## config.mk

```make
export PLATFORM = sky130hd
export DESIGN_NAME = irq_distributor_ctrl_type_regs
export DESIGN_NICKNAME = d
export VERILOG_FILES = /design/src/irq_dist_pkg.sv /design/src/irq_distributor_ctrl_type_regs.sv
export VERILOG_INCLUDE_DIRS = /design/src
export SDC_FILE = /design/constraint.sdc
export NUM_CORES = 1
export LEC_CHECK = 0
export BUFFER_PORTS_ARGS = -buffer_cell sky130_fd_sc_hd__buf_2
export CAP_MARGIN = 10
export CORE_UTILIZATION = 44
export CTS_CLUSTER_SIZE = 8
export DETAILED_ROUTE_END_ITERATION = 6
export PLACE_DENSITY = 0.66
export SLEW_MARGIN = 20
export SYNTH_ARGS = -nofsm -noshare
export SYNTH_HDL_FRONTEND = slang
export SYNTH_SLANG_ARGS = --single-unit
```

## constraint.sdc

```tcl
create_clock -name sys_clk -period 4.7 [get_ports sys_clk]
set_input_delay 0.94 -clock sys_clk [delete_from_list [all_inputs] [get_ports sys_clk]]
set_output_delay 0.94 -clock sys_clk [all_outputs]
set_load 0.01 [all_outputs]
```

## src/irq_dist_params.svh

```systemverilog
// Functional notes
// - control register banked by access security
// - secure view: bit1 nonsecure, bit0 secure
// - nonsecure view: bit0 nonsecure enable only
// - secure enable low freezes secure state
// - secure enable high lets secure state track
// - nonsecure enable freezes or releases nonsecure state
// - type bits 15:11 read lockable count 31
// - lock input blocks lockable interrupt configuration writes
// - type bit 10 always reads one
// - type bits 7:5 give cores minus one
// - type bits 4:0 give lines/32
// - identifiers 0 to 31 stay private
// - lock blocks secure enable, not nonsecure
// - up to 224 shared lines from 32
`ifndef IRQ_DIST_PARAMS_SVH
`define IRQ_DIST_PARAMS_SVH

// ============================================================
// register offsets
`define CTRL_OFFSET 12'h000
`define TYPE_OFFSET 12'h004
`define SECURITY_BASE 12'h084

// ============================================================
// field positions
`define CTRL_SEC_EN_BIT 0
`define CTRL_NS_EN_BIT 1
`define CTRL_NSVIEW_EN_BIT 0

// ============================================================
// field values and reset values
`define TYPE_LOCK_COUNT 5'h1F
`define TYPE_TWO_DOMAIN 1'b1
`define LOCK_LINES 31
`define PRIVATE_IDS 32
`define MAX_SPI_LINES 224
`define MAX_CPUS 4
`define ENABLE_RESET 1'b0
`define SECURITY_RESET 32'h0000_0000
`define RDATA_RESET 32'h0000_0000

`endif

```

## src/irq_dist_pkg.sv

```systemverilog
package irq_dist_pkg;
    typedef logic [11:0] regAddr_t;
    typedef logic [31:0] regData_t;

    // one register access from a core
    typedef struct packed {
        regAddr_t addr;
        regData_t wdata;
        logic wr;
        logic rd;
        logic nonsecure;
    } regReq_s;

    // the two domain enables
    typedef struct packed {
        logic nsEn;
        logic secEn;
    } domainEn_s;
endpackage

```

## src/irq_distributor_ctrl_type_regs.sv

```systemverilog
// The placing of the registers and the strobed register port were decided locally.
`timescale 1ns/100ps
`include "irq_dist_params.svh"

module irq_distributor_ctrl_type_regs
    import irq_dist_pkg::*;
#(
    parameter int SPI_LINES = `MAX_SPI_LINES,
    parameter int NUM_CPUS = 1
)
(
    input wire logic sys_clk,
    input wire logic rst_n,
    input wire regReq_s busReq,
    output regData_t rdata,
    input wire logic configLockInput,
    input wire logic [SPI_LINES-1:0] spiLines,
    output domainEn_s domainEnable,
    output logic lockActive,
    output logic [SPI_LINES-1:0] lineState
);

    localparam int NUM_WORDS = SPI_LINES / 32;

    // ============================================================
    // elaboration checks
    if (SPI_LINES < 32 || SPI_LINES > `MAX_SPI_LINES
        || SPI_LINES % 32 != 0)
    begin
        $error("SPI_LINES must be 32..224 in steps of 32");
    end
    if (NUM_CPUS < 1 || NUM_CPUS > `MAX_CPUS)
    begin
        $error("NUM_CPUS must be 1..4");
    end

    // ============================================================
    // type register value
    // lines field counts the shared lines only, in groups of 32
    localparam logic [4:0] LINE_FIELD = 5'(NUM_WORDS);
    localparam logic [2:0] CPU_FIELD = 3'(NUM_CPUS - 1);
    localparam regData_t TYPE_VALUE = {16'h0000,
        `TYPE_LOCK_COUNT, `TYPE_TWO_DOMAIN, 2'b00,
        CPU_FIELD, LINE_FIELD};

    // ============================================================
    // address decode
    function automatic logic secHit(input regAddr_t a);
        regAddr_t off;
        off = a - `SECURITY_BASE;
        secHit = (a >= `SECURITY_BASE) && (off[1:0] == 2'b00)
            && (off[11:2] < 10'(NUM_WORDS));
    endfunction

    function automatic int secIdx(input regAddr_t a);
        regAddr_t off;
        off = a - `SECURITY_BASE;
        secIdx = int'(off[11:2]);
    endfunction

    // ============================================================
    // lock input synchroniser
    logic [2:0] lockSync_r;
    logic [2:0] lockSync_nxt;
    logic lockActive_r;
    logic lockActive_nxt;

    always_comb
    begin
        lockSync_nxt = {lockSync_r[1:0], configLockInput};
        lockActive_nxt = lockActive_r;
        // change counts once second and third stage agree
        if (lockSync_r[1] == lockSync_r[2])
        begin
            lockActive_nxt = lockSync_r[2];
        end
    end

    always_ff @(posedge sys_clk)
    begin
        if (!rst_n)
        begin
            lockSync_r <= 3'h0;
            lockActive_r <= 1'b0;
        end
        else
        begin
            lockSync_r <= lockSync_nxt;
            lockActive_r <= lockActive_nxt;
        end
    end

    // ============================================================
    // register file
    domainEn_s en_r;
    domainEn_s en_nxt;
    regData_t secWord_r [NUM_WORDS];
    regData_t secWord_nxt [NUM_WORDS];
    regData_t rdata_r;
    regData_t rdata_nxt;

    always_comb
    begin
        en_nxt = en_r;
        secWord_nxt = secWord_r;
        rdata_nxt = `RDATA_RESET;
        if (busReq.wr && busReq.addr == `CTRL_OFFSET)
        begin
            if (busReq.nonsecure)
            begin
                en_nxt.nsEn = busReq.wdata[`CTRL_NSVIEW_EN_BIT];
            end
            else
            begin
                en_nxt.nsEn = busReq.wdata[`CTRL_NS_EN_BIT];
                if (!lockActive_r)
                begin
                    en_nxt.secEn = busReq.wdata[`CTRL_SEC_EN_BIT];
                end
            end
        end
        // security words are secure only
        if (busReq.wr && !busReq.nonsecure && secHit(busReq.addr))
        begin
            for (int b = 0; b < 32; b++)
            begin
                // lockable ids 32..62 are the first shared lines
                if (!(lockActive_r && secIdx(busReq.addr) * 32 + b
                    < `LOCK_LINES))
                begin
                    secWord_nxt[secIdx(busReq.addr)][b] =
                        busReq.wdata[b];
                end
            end
        end
        if (busReq.rd)
        begin
            if (busReq.addr == `CTRL_OFFSET)
            begin
                if (busReq.nonsecure)
                begin
                    rdata_nxt[`CTRL_NSVIEW_EN_BIT] = en_r.nsEn;
                end
                else
                begin
                    rdata_nxt[`CTRL_NS_EN_BIT] = en_r.nsEn;
                    rdata_nxt[`CTRL_SEC_EN_BIT] = en_r.secEn;
                end
            end
            else if (busReq.addr == `TYPE_OFFSET)
            begin
                rdata_nxt = TYPE_VALUE;
            end
            else if (!busReq.nonsecure && secHit(busReq.addr))
            begin
                rdata_nxt = secWord_r[secIdx(busReq.addr)];
            end
        end
    end

    always_ff @(posedge sys_clk)
    begin
        if (!rst_n)
        begin
            en_r <= '{nsEn: `ENABLE_RESET, secEn: `ENABLE_RESET};
            for (int w = 0; w < NUM_WORDS; w++)
            begin
                secWord_r[w] <= `SECURITY_RESET;
            end
            rdata_r <= `RDATA_RESET;
        end
        else
        begin
            en_r <= en_nxt;
            secWord_r <= secWord_nxt;
            rdata_r <= rdata_nxt;
        end
    end

    // ============================================================
    // shared line state tracking
    logic [SPI_LINES-1:0] secMask;
    logic [SPI_LINES-1:0] lineState_r;
    logic [SPI_LINES-1:0] lineState_nxt;

    always_comb
    begin
        secMask = '0;
        lineState_nxt = lineState_r;
        for (int i = 0; i < SPI_LINES; i++)
        begin
            secMask[i] = secWord_r[i / 32][i % 32];
            // each line follows its input only while its domain runs
            if (secMask[i] ? en_r.secEn : en_r.nsEn)
            begin
                lineState_nxt[i] = spiLines[i];
            end
        end
    end

    always_ff @(posedge sys_clk)
    begin
        if (!rst_n)
        begin
            lineState_r <= '0;
        end
        else
        begin
            lineState_r <= lineState_nxt;
        end
    end

    assign rdata = rdata_r;
    assign domainEnable = en_r;
    assign lockActive = lockActive_r;
    assign lineState = lineState_r;

    // ============================================================
    // assertions
    // tracking checks skip the first edge after reset
    a_sec_freeze: assert property (@(posedge sys_clk)
        disable iff (!rst_n)
        $past(rst_n) && !$past(en_r.secEn) |->
        ((lineState_r ^ $past(lineState_r)) & $past(secMask)) == '0)
        else $error("secure state moved while disabled");

    a_sec_track: assert property (@(posedge sys_clk)
        disable iff (!rst_n)
        $past(rst_n) && $past(en_r.secEn) |->
        (lineState_r & $past(secMask))
        == ($past(spiLines) & $past(secMask)))
        else $error("secure state did not follow lines");

    a_ns_freeze: assert property (@(posedge sys_clk)
        disable iff (!rst_n)
        $past(rst_n) && !$past(en_r.nsEn) |->
        ((lineState_r ^ $past(lineState_r)) & ~$past(secMask)) == '0)
        else $error("nonsecure state moved while disabled");

    a_ns_track: assert property (@(posedge sys_clk)
        disable iff (!rst_n)
        $past(rst_n) && $past(en_r.nsEn) |->
        (lineState_r & ~$past(secMask))
        == ($past(spiLines) & ~$past(secMask)))
        else $error("nonsecure state did not follow lines");

    a_type_read: assert property (@(posedge sys_clk)
        disable iff (!rst_n)
        busReq.rd && busReq.addr == `TYPE_OFFSET |=>
        rdata == TYPE_VALUE && rdata[10] && rdata[15:11] == 5'h1F)
        else $error("type register read wrong");

    a_type_fields: assert property (@(posedge sys_clk)
        disable iff (!rst_n)
        busReq.rd && busReq.addr == `TYPE_OFFSET |=>
        rdata[31:16] == 16'h0000 && rdata[9:8] == 2'b00
        && rdata[7:5] == 3'(NUM_CPUS - 1) && rdata[4:0] == 5'(SPI_LINES / 32))
        else $error("type register fields wrong");

    a_lock_secen: assert property (@(posedge sys_clk)
        disable iff (!rst_n)
        lockActive_r && busReq.wr && !busReq.nonsecure
        && busReq.addr == `CTRL_OFFSET |=> $stable(en_r.secEn)
        && en_r.nsEn == $past(busReq.wdata[1]))
        else $error("secure enable written under lock");

    a_sec_view: assert property (@(posedge sys_clk)
        disable iff (!rst_n)
        !lockActive_r && busReq.wr && !busReq.nonsecure
        && busReq.addr == `CTRL_OFFSET
        |=> en_r.secEn == $past(busReq.wdata[0])
        && en_r.nsEn == $past(busReq.wdata[1]))
        else $error("secure view write wrong");

    a_ns_view: assert property (@(posedge sys_clk)
        disable iff (!rst_n)
        busReq.wr && busReq.nonsecure && busReq.addr == `CTRL_OFFSET
        |=> en_r.nsEn == $past(busReq.wdata[0])
        && $stable(en_r.secEn))
        else $error("nonsecure view write wrong");

    a_ns_read: assert property (@(posedge sys_clk)
        disable iff (!rst_n)
        busReq.rd && busReq.nonsecure && busReq.addr == `CTRL_OFFSET
        |=> rdata == {31'h0000_0000, $past(en_r.nsEn)})
        else $error("nonsecure view read wrong");

    a_sec_read: assert property (@(posedge sys_clk)
        disable iff (!rst_n)
        busReq.rd && !busReq.nonsecure && busReq.addr == `CTRL_OFFSET
        |=> rdata[1:0] == {$past(en_r.nsEn), $past(en_r.secEn)})
        else $error("secure view read wrong");

    a_lock_cfg: assert property (@(posedge sys_clk)
        disable iff (!rst_n)
        lockActive_r
        |=> secWord_r[0][30:0] == $past(secWord_r[0][30:0]))
        else $error("lockable configuration changed under lock");

    a_ctrl_rsv: assert property (@(posedge sys_clk)
        disable iff (!rst_n)
        busReq.rd && busReq.addr == `CTRL_OFFSET |=>
        rdata[31:2] == 30'h0 && (!$past(busReq.nonsecure)
        || rdata[1] == 1'b0))
        else $error("reserved control bits not zero");

    a_en_hold: assert property (@(posedge sys_clk)
        disable iff (!rst_n)
        !(busReq.wr && busReq.addr == `CTRL_OFFSET) |=> $stable(en_r))
        else $error("enables changed without a write");

    a_reset_en: assert property (@(posedge sys_clk)
        !rst_n |=> !en_r.nsEn && !en_r.secEn)
        else $error("enables not cleared by reset");

endmodule

```

==> impl_metrics.py, run 1 <==
metrics = {
    "placed_design": {
        "dp_slack_ns": 0.717,
        "io_buffers": 532,
        "globalplace.congestion": 0.870,
        "hpwl_um": 50700,
        "place_area_mm2": 0.0249,
        "dp_cells": 3198,
    },
    "timing": {
        "rsz0062_at_grt": "no",
        "max_slew.worst_pin.slew_ns": 0.957,
        "skew_ns": 0.0231,
        "maxSlewViolCount": 0,
        "min_period_over_period": 0.727,
        "fin_tns_setup_ns": 0,
        "timing.fmax_ghz": 0.293,
        "maxSlewHeadroom": 0.362,
        "layout_min_cycle_time_ns": 3.42,
        "fin_ws_ns": 1.28,
        "final_hold_viol_count": 0,
        "setup_viol": 0,
    },
    "clock_network": {
        "cts.path.max_buffers": 3,
        "cts.sinks": 486,
        "cts_tree": "yes",
        "hold_buffers": 0,
        "cts-htree-levels": 3,
        "post_cts_resized": 0,
        "cts_buffers": 70,
        "clk_latency_ns": 0.61,
        "path_clk_slew_ns": 0.05,
        "post_cts_buffers": 0,
        "root_buffer": "clkbuf_16",
    },
    "yosys": {
        "synthFlopType": "dfxtp_1",
        "synth.ff_latch_count": 486,
        "synth_area_leaders": "dfxtp_1, mux2i_1, nor2b_1",
        "syn_nets": 2425,
        "syn_area_mm2": 0.0217,
        "synthCells": 2147,
        "synthArstFlopShare": 0,
        "synth_warnings": 0,
        "yosysUniqueCellTypes": 55,
        "avgSynthCellArea_um2": 10.1,
        "seq_area_frac_synth": 0.448,
        "yosysTopAreaCell": "dfxtp_1",
        "synth.top_cell.area_share": 0.448,
        "synth-edff-count": 0,
    },
    "grt": {
        "antenna_found_initial": 2,
        "grt-ovfl-total": 0,
        "grt_usage": 0.278,
        "grt_max_degree": 205,
        "grt_pass1_wl_um": 106000,
        "grt_pass1_vias": 17421,
    },
    "setup_path": {
        "critical_path.endpoint_type": "flip-flop",
        "cp_data_required_time_ns": 5.16,
        "reg2reg_depth": 4,
        "r2r-end": "lineState[183]",
        "path_class": "in -> reg",
        "r2r-start": "domainEnable[0]",
        "crit_fanout": 23,
        "worstPathArrival_ns": 3.88,
        "cp-start-kind": "input pin",
        "r2r_slack_ns": 2.38,
    },
    "final_layout": {
        "multi_input_area_mm2": 0.0113,
        "mostFrequentLayoutCells": "mux2i_1, buf_2, dfxtp_1",
        "layout-drive-gt1-share": 0.263,
        "insertedDiodeCount": 0,
        "fin_nets": 2884,
        "regArea_mm2": 0.00974,
        "syn2layout_area_growth_pct": 22.9,
        "final_common_cell": "mux2i_1",
        "layout.cells.non_filler": 3276,
        "nFillCells": 4430,
        "stdcell_area_mm2": 0.0267,
    },
    "min_path": {
        "hold_class": "reg -> reg",
        "min_from": "lockSync_r[0]",
        "hold_end": "lockSync_r[1]",
        "worstHoldPathCells": 1,
    },
    "floorplanning": {
        "row_count": 81,
        "core_area_mm2": 0.0488,
        "die_w_um": 224,
        "dieArea_mm2": 0.0503,
        "io_pins": 533,
        "start_util": 0.445,
        "dieHeight_um": 224,
    },
    "drt": {
        "wl_per_cell_um": 22.0,
        "first_pass_iters": 5,
        "drcViolationCount": 0,
        "via_count": 17692,
        "ant_nets": 0,
        "dr.first_iter.drc_count": 1534,
        "routed_wl_um": 72100,
        "via_per_inst": 5.40,
    },
    "power": {
        "p_leak_nw": 12.8,
        "total_power_mw": 9.11,
        "power_density_mw_per_mm2": 341,
        "peakVddDrop_uv": 235,
    },
    "status": {
        "status": "finished, final reports clean",
    },
    "flow_run": {
        "maxCapViolations": 0,
    },
}
==> report_power, final <==
group | internal [mW] | switching [mW]
registers | 4.13 | 0.000750
logic | 0.187 | 0.294
clock network | 2.71 | 1.79
total | 7.03 | 2.08
==> cell families after synthesis <==
| logic type | Yosys count | share of synthesized area |
|---|---|---|
| flip-flops | 486 | 0.448 |
| adder cells (fa/ha/maj) | 4 | 0.00230 |
| multiplexers | 666 | 0.315 |
| buffers and inverters | 173 | 0.0350 |
| XOR/XNOR | 3 | 0.00121 |
| AO/OA/AOI/OAI | 170 | 0.0489 |
| AND/OR/NAND/NOR | 645 | 0.150 |
==> stage by stage <==
step,hold WS (ns),utilization
after CTS,0.452,0.547
final,0.446,0.547
after detailed placement,0.433,0.509
after floorplan,0.412,-
after global placement,0.430,0.509
after global routing,0.481,0.547
==> per-layer routing <==
layer | GRT usage | wire, µm | vias to the layer above
met1 | 0.343 | 29600 | 8483
li1 | - | - | 8359
met4 | 0.138 | 3290 | 4
met3 | 0.0694 | 5420 | 148
met2 | 0.451 | 33800 | 698
met5 | 0 | 23 | -
==> critical path, stage by stage <==
cell	delay [ns]
buf_2	0.14
inv_1	0.17
ha_1	0.45
xor2_4	0.12
a221oi_2	0.42
and2_1	0.50
buf_4	0.25
nand4_4	0.26
buf_4	0.42
mux2i_1	0.18
==> cell usage after synthesis, types with 2 or more instances <==
cell type,count
nand4_1,7
o31ai_1,3
xnor2_1,2
nor2b_1,228
buf_1,8
o21ai_1,13
nor3_1,20
and3_1,5
nand2b_1,3
dfxtp_1,486
a211oi_1,3
a22oi_1,8
or3_1,3
and2_1,6
o21ai_0,79
buf_6,6
nor2_1,62
buf_2,20
a221oi_1,14
nand3_1,70
a222oi_1,9
mux2_2,20
nand4_2,3
ha_1,4
a21oi_1,20
clkbuf_1,126
mux4_2,13
inv_1,2
buf_4,11
nand2_1,229
a2bb2oi_1,2
mux2i_1,633
a31oi_1,7
==> worst max path at each step <==
| stage | start | endpoint | slack [ns] |
|---|---|---|---|
| after global placement | busReq[38] | secMask[197] | 0.85 |
| after detailed placement | busReq[38] | secMask[10] | 0.72 |
| final | busReq[38] | secMask[200] | 1.28 |
| after CTS | busReq[38] | secMask[5] | 1.35 |
| after global routing | busReq[38] | secMask[200] | 1.11 |
| after floorplan | busReq[37] | rdata[19] | 1.34 |
==> area by class of cell <==
cell class,instances,share of cell area
Timing Repair Buffer,558,0.110
Clock inverter,3,0.00169
Sequential cell,486,0.364
Multi-Input combinational cell,1488,0.424
Clock buffer,75,0.0682
Tap cell,664,0.0311
Inverter,2,0.000281
==> flip-flops by register name (all words and copies together) (netlist names) <==
signal	count
lineState	224
secMask	224
rdata	32
lockSync_r	3
domainEnable	2
lockActive	1
No activity file was read; power rests on OpenSTA's default activity.
==> inputs of run 2 (changes only) <==
Settings changed: PLACE_DENSITY 0.66 to 0.68.
Clock period 4.7 ns to 2.8 ns, I/O delays scaled along.
==> impl_metrics.py, run 2 (synthesis gave the netlist of run 1 again) <==
metrics = {
    "final_layout": {
        "mostFrequentLayoutCells": "mux2i_1, buf_2, dfxtp_1",
        "layout-drive-gt1-share": 0.275,
        "final_common_cell": "mux2i_1",
        "stdcell_area_mm2": 0.0273,
        "syn2layout_area_growth_pct": 25.7,
        "final_util": 0.559,
        "fin_nets": 2929,
    },
    "drt": {
        "routed_wl_um": 73600,
        "wl_per_cell_um": 22.1,
        "first_pass_iters": 7,
        "via_per_inst": 5.41,
        "dr.first_iter.drc_count": 1283,
        "via_count": 17990,
        "drcViolationCount": 0,
        "ant_nets": 0,
    },
    "timing": {
        "maxSlewViolCount": 0,
        "rsz0062_at_grt": "no",
        "max_slew.worst_pin.slew_ns": 0.896,
        "layout_min_cycle_time_ns": 2.29,
        "setup_viol": 0,
        "min_period_over_period": 0.819,
        "fin_tns_setup_ns": 0,
        "final_hold_viol_count": 0,
        "whs_ns": 0.183,
        "maxSlewHeadroom": 0.402,
        "timing.fmax_ghz": 0.436,
        "skew_ns": 0.0129,
    },
    "setup_path": {
        "critical_path_depth": 10,
        "crit_chain": "buf_2 -> inv_1 -> ha_1 -> o211a_1 -> o2111ai_1 -> a22oi_4 -> nand4_1 -> buf_4 -> nand3_1 -> o21ai_0",
        "cp-start-kind": "input pin",
        "cpPeakStageDelay_ns": 0.47,
        "cp_num_buf_inv": 3,
        "crit_fanout": 28,
        "cp_data_required_time_ns": 3.27,
        "slowest_stage": "ha_1",
        "cp-endpoint": "secMask[110]",
        "reg2reg_depth": 4,
        "path_class": "in -> reg",
        "critical_path.endpoint_type": "flip-flop",
        "r2r-start": "domainEnable[1]",
        "r2r_slack_ns": 0.90,
        "worstSetupStartpoint": "busReq[38]",
        "worstPathArrival_ns": 2.77,
        "r2r-end": "lineState[3]",
        "cp_top_family": "compound AO/OA/AOI/OAI gates",
    },
    "flow_run": {
        "maxCapViolations": 0,
    },
    "clock_network": {
        "cts.sinks": 486,
        "cts_buffers": 70,
        "cts.path.max_buffers": 3,
        "post_cts_buffers": 0,
        "root_buffer": "clkbuf_16",
        "cts-htree-levels": 3,
        "hold_buffers": 0,
        "clk_latency_ns": 0.60,
        "path_clk_slew_ns": 0.05,
        "post_cts_resized": 0,
        "cts_tree": "yes",
    },
    "grt": {
        "grt_usage": 0.284,
        "grt_use_met3": 0.0562,
        "grt_max_degree": 125,
        "grt_pass1_wl_um": 108000,
        "grtUsageMet1": 0.349,
        "grt-ovfl-total": 0,
        "top_usage_layer": "met2",
        "antenna_found_initial": 2,
        "met2_usage": 0.475,
        "grt_pass1_vias": 17811,
    },
    "floorplanning": {
        "core_area_mm2": 0.0488,
        "start_util": 0.445,
        "dieArea_mm2": 0.0503,
        "dieHeight_um": 224,
        "row_count": 81,
        "io_pins": 533,
        "die_w_um": 224,
    },
    "status": {
        "status": "finished, final reports clean",
    },
    "power": {
        "power_density_mw_per_mm2": 565,
        "total_power_mw": 15.4,
        "peakVddDrop_uv": 442,
        "p_leak_nw": 13.2,
    },
    "placed_design": {
        "hpwl_um": 53200,
        "globalplace.congestion": 0.910,
        "io_buffers": 532,
        "place_area_mm2": 0.0254,
    },
    "min_path": {
        "hold_class": "in -> reg",
        "min_from": "configLockInput",
    },
}
run 2: cell count changes in the layout (fill, tap and decap cells not counted), sizes merged:
cell	delta
diode	+2
clkbuf	+2
buf	+45
inv	-1
run 2: final cells by class:
class / instances / area [µm²]
Fill cell: 4348 / 21500
Antenna cell: 2 / 5.00
Sequential cell: 486 / 9740
Inverter: 2 / 7.51
Clock buffer: 77 / 1860
Multi-Input combinational cell: 1488 / 11300
Timing Repair Buffer: 603 / 3510
Clock inverter: 2 / 36.3
Tap cell: 664 / 831
run 2: routing by layer:
metal	part of all wire	wire, µm	vias to the layer above
met5	0	0	-
li1	-	-	8451
met1	0.41	30300	8699
met3	0.065	4780	128
met2	0.48	35500	712
met4	0.041	3050	0
run 2: worst register-to-register path, cell delays in order, from the launching register on:
cell,delay [ns]
dfxtp_4,0.77
buf_4,0.46
mux2i_1,0.26
mux2i_1,0.23
nor2b_1,0.06
run 2: worst min path at each step:
stage,end,slack (ns),cells after the start
after global placement,lockSync_r[1],0.42,1
after CTS,lockSync_r[0],0.15,2
after global routing,lockSync_r[0],0.18,2
final,lockSync_r[0],0.18,2
after detailed placement,lockSync_r[1],0.42,1
after floorplan,lockSync_r[1],0.41,1
run 2: power by group:
group	internal [mW]	switching (mW)
logic	0.357	0.508
clock network	4.64	3.01
registers	6.93	0.00113
total	11.9	3.52
run 2: metrics by stage:
step	setup WS, ns	instances
finish	0.506	3324
global route	0.380	3323
CTS	0.544	3322
detailed placement	-0.0412	3243
global placement	-0.0579	3243
floorplan	0.000599	2147
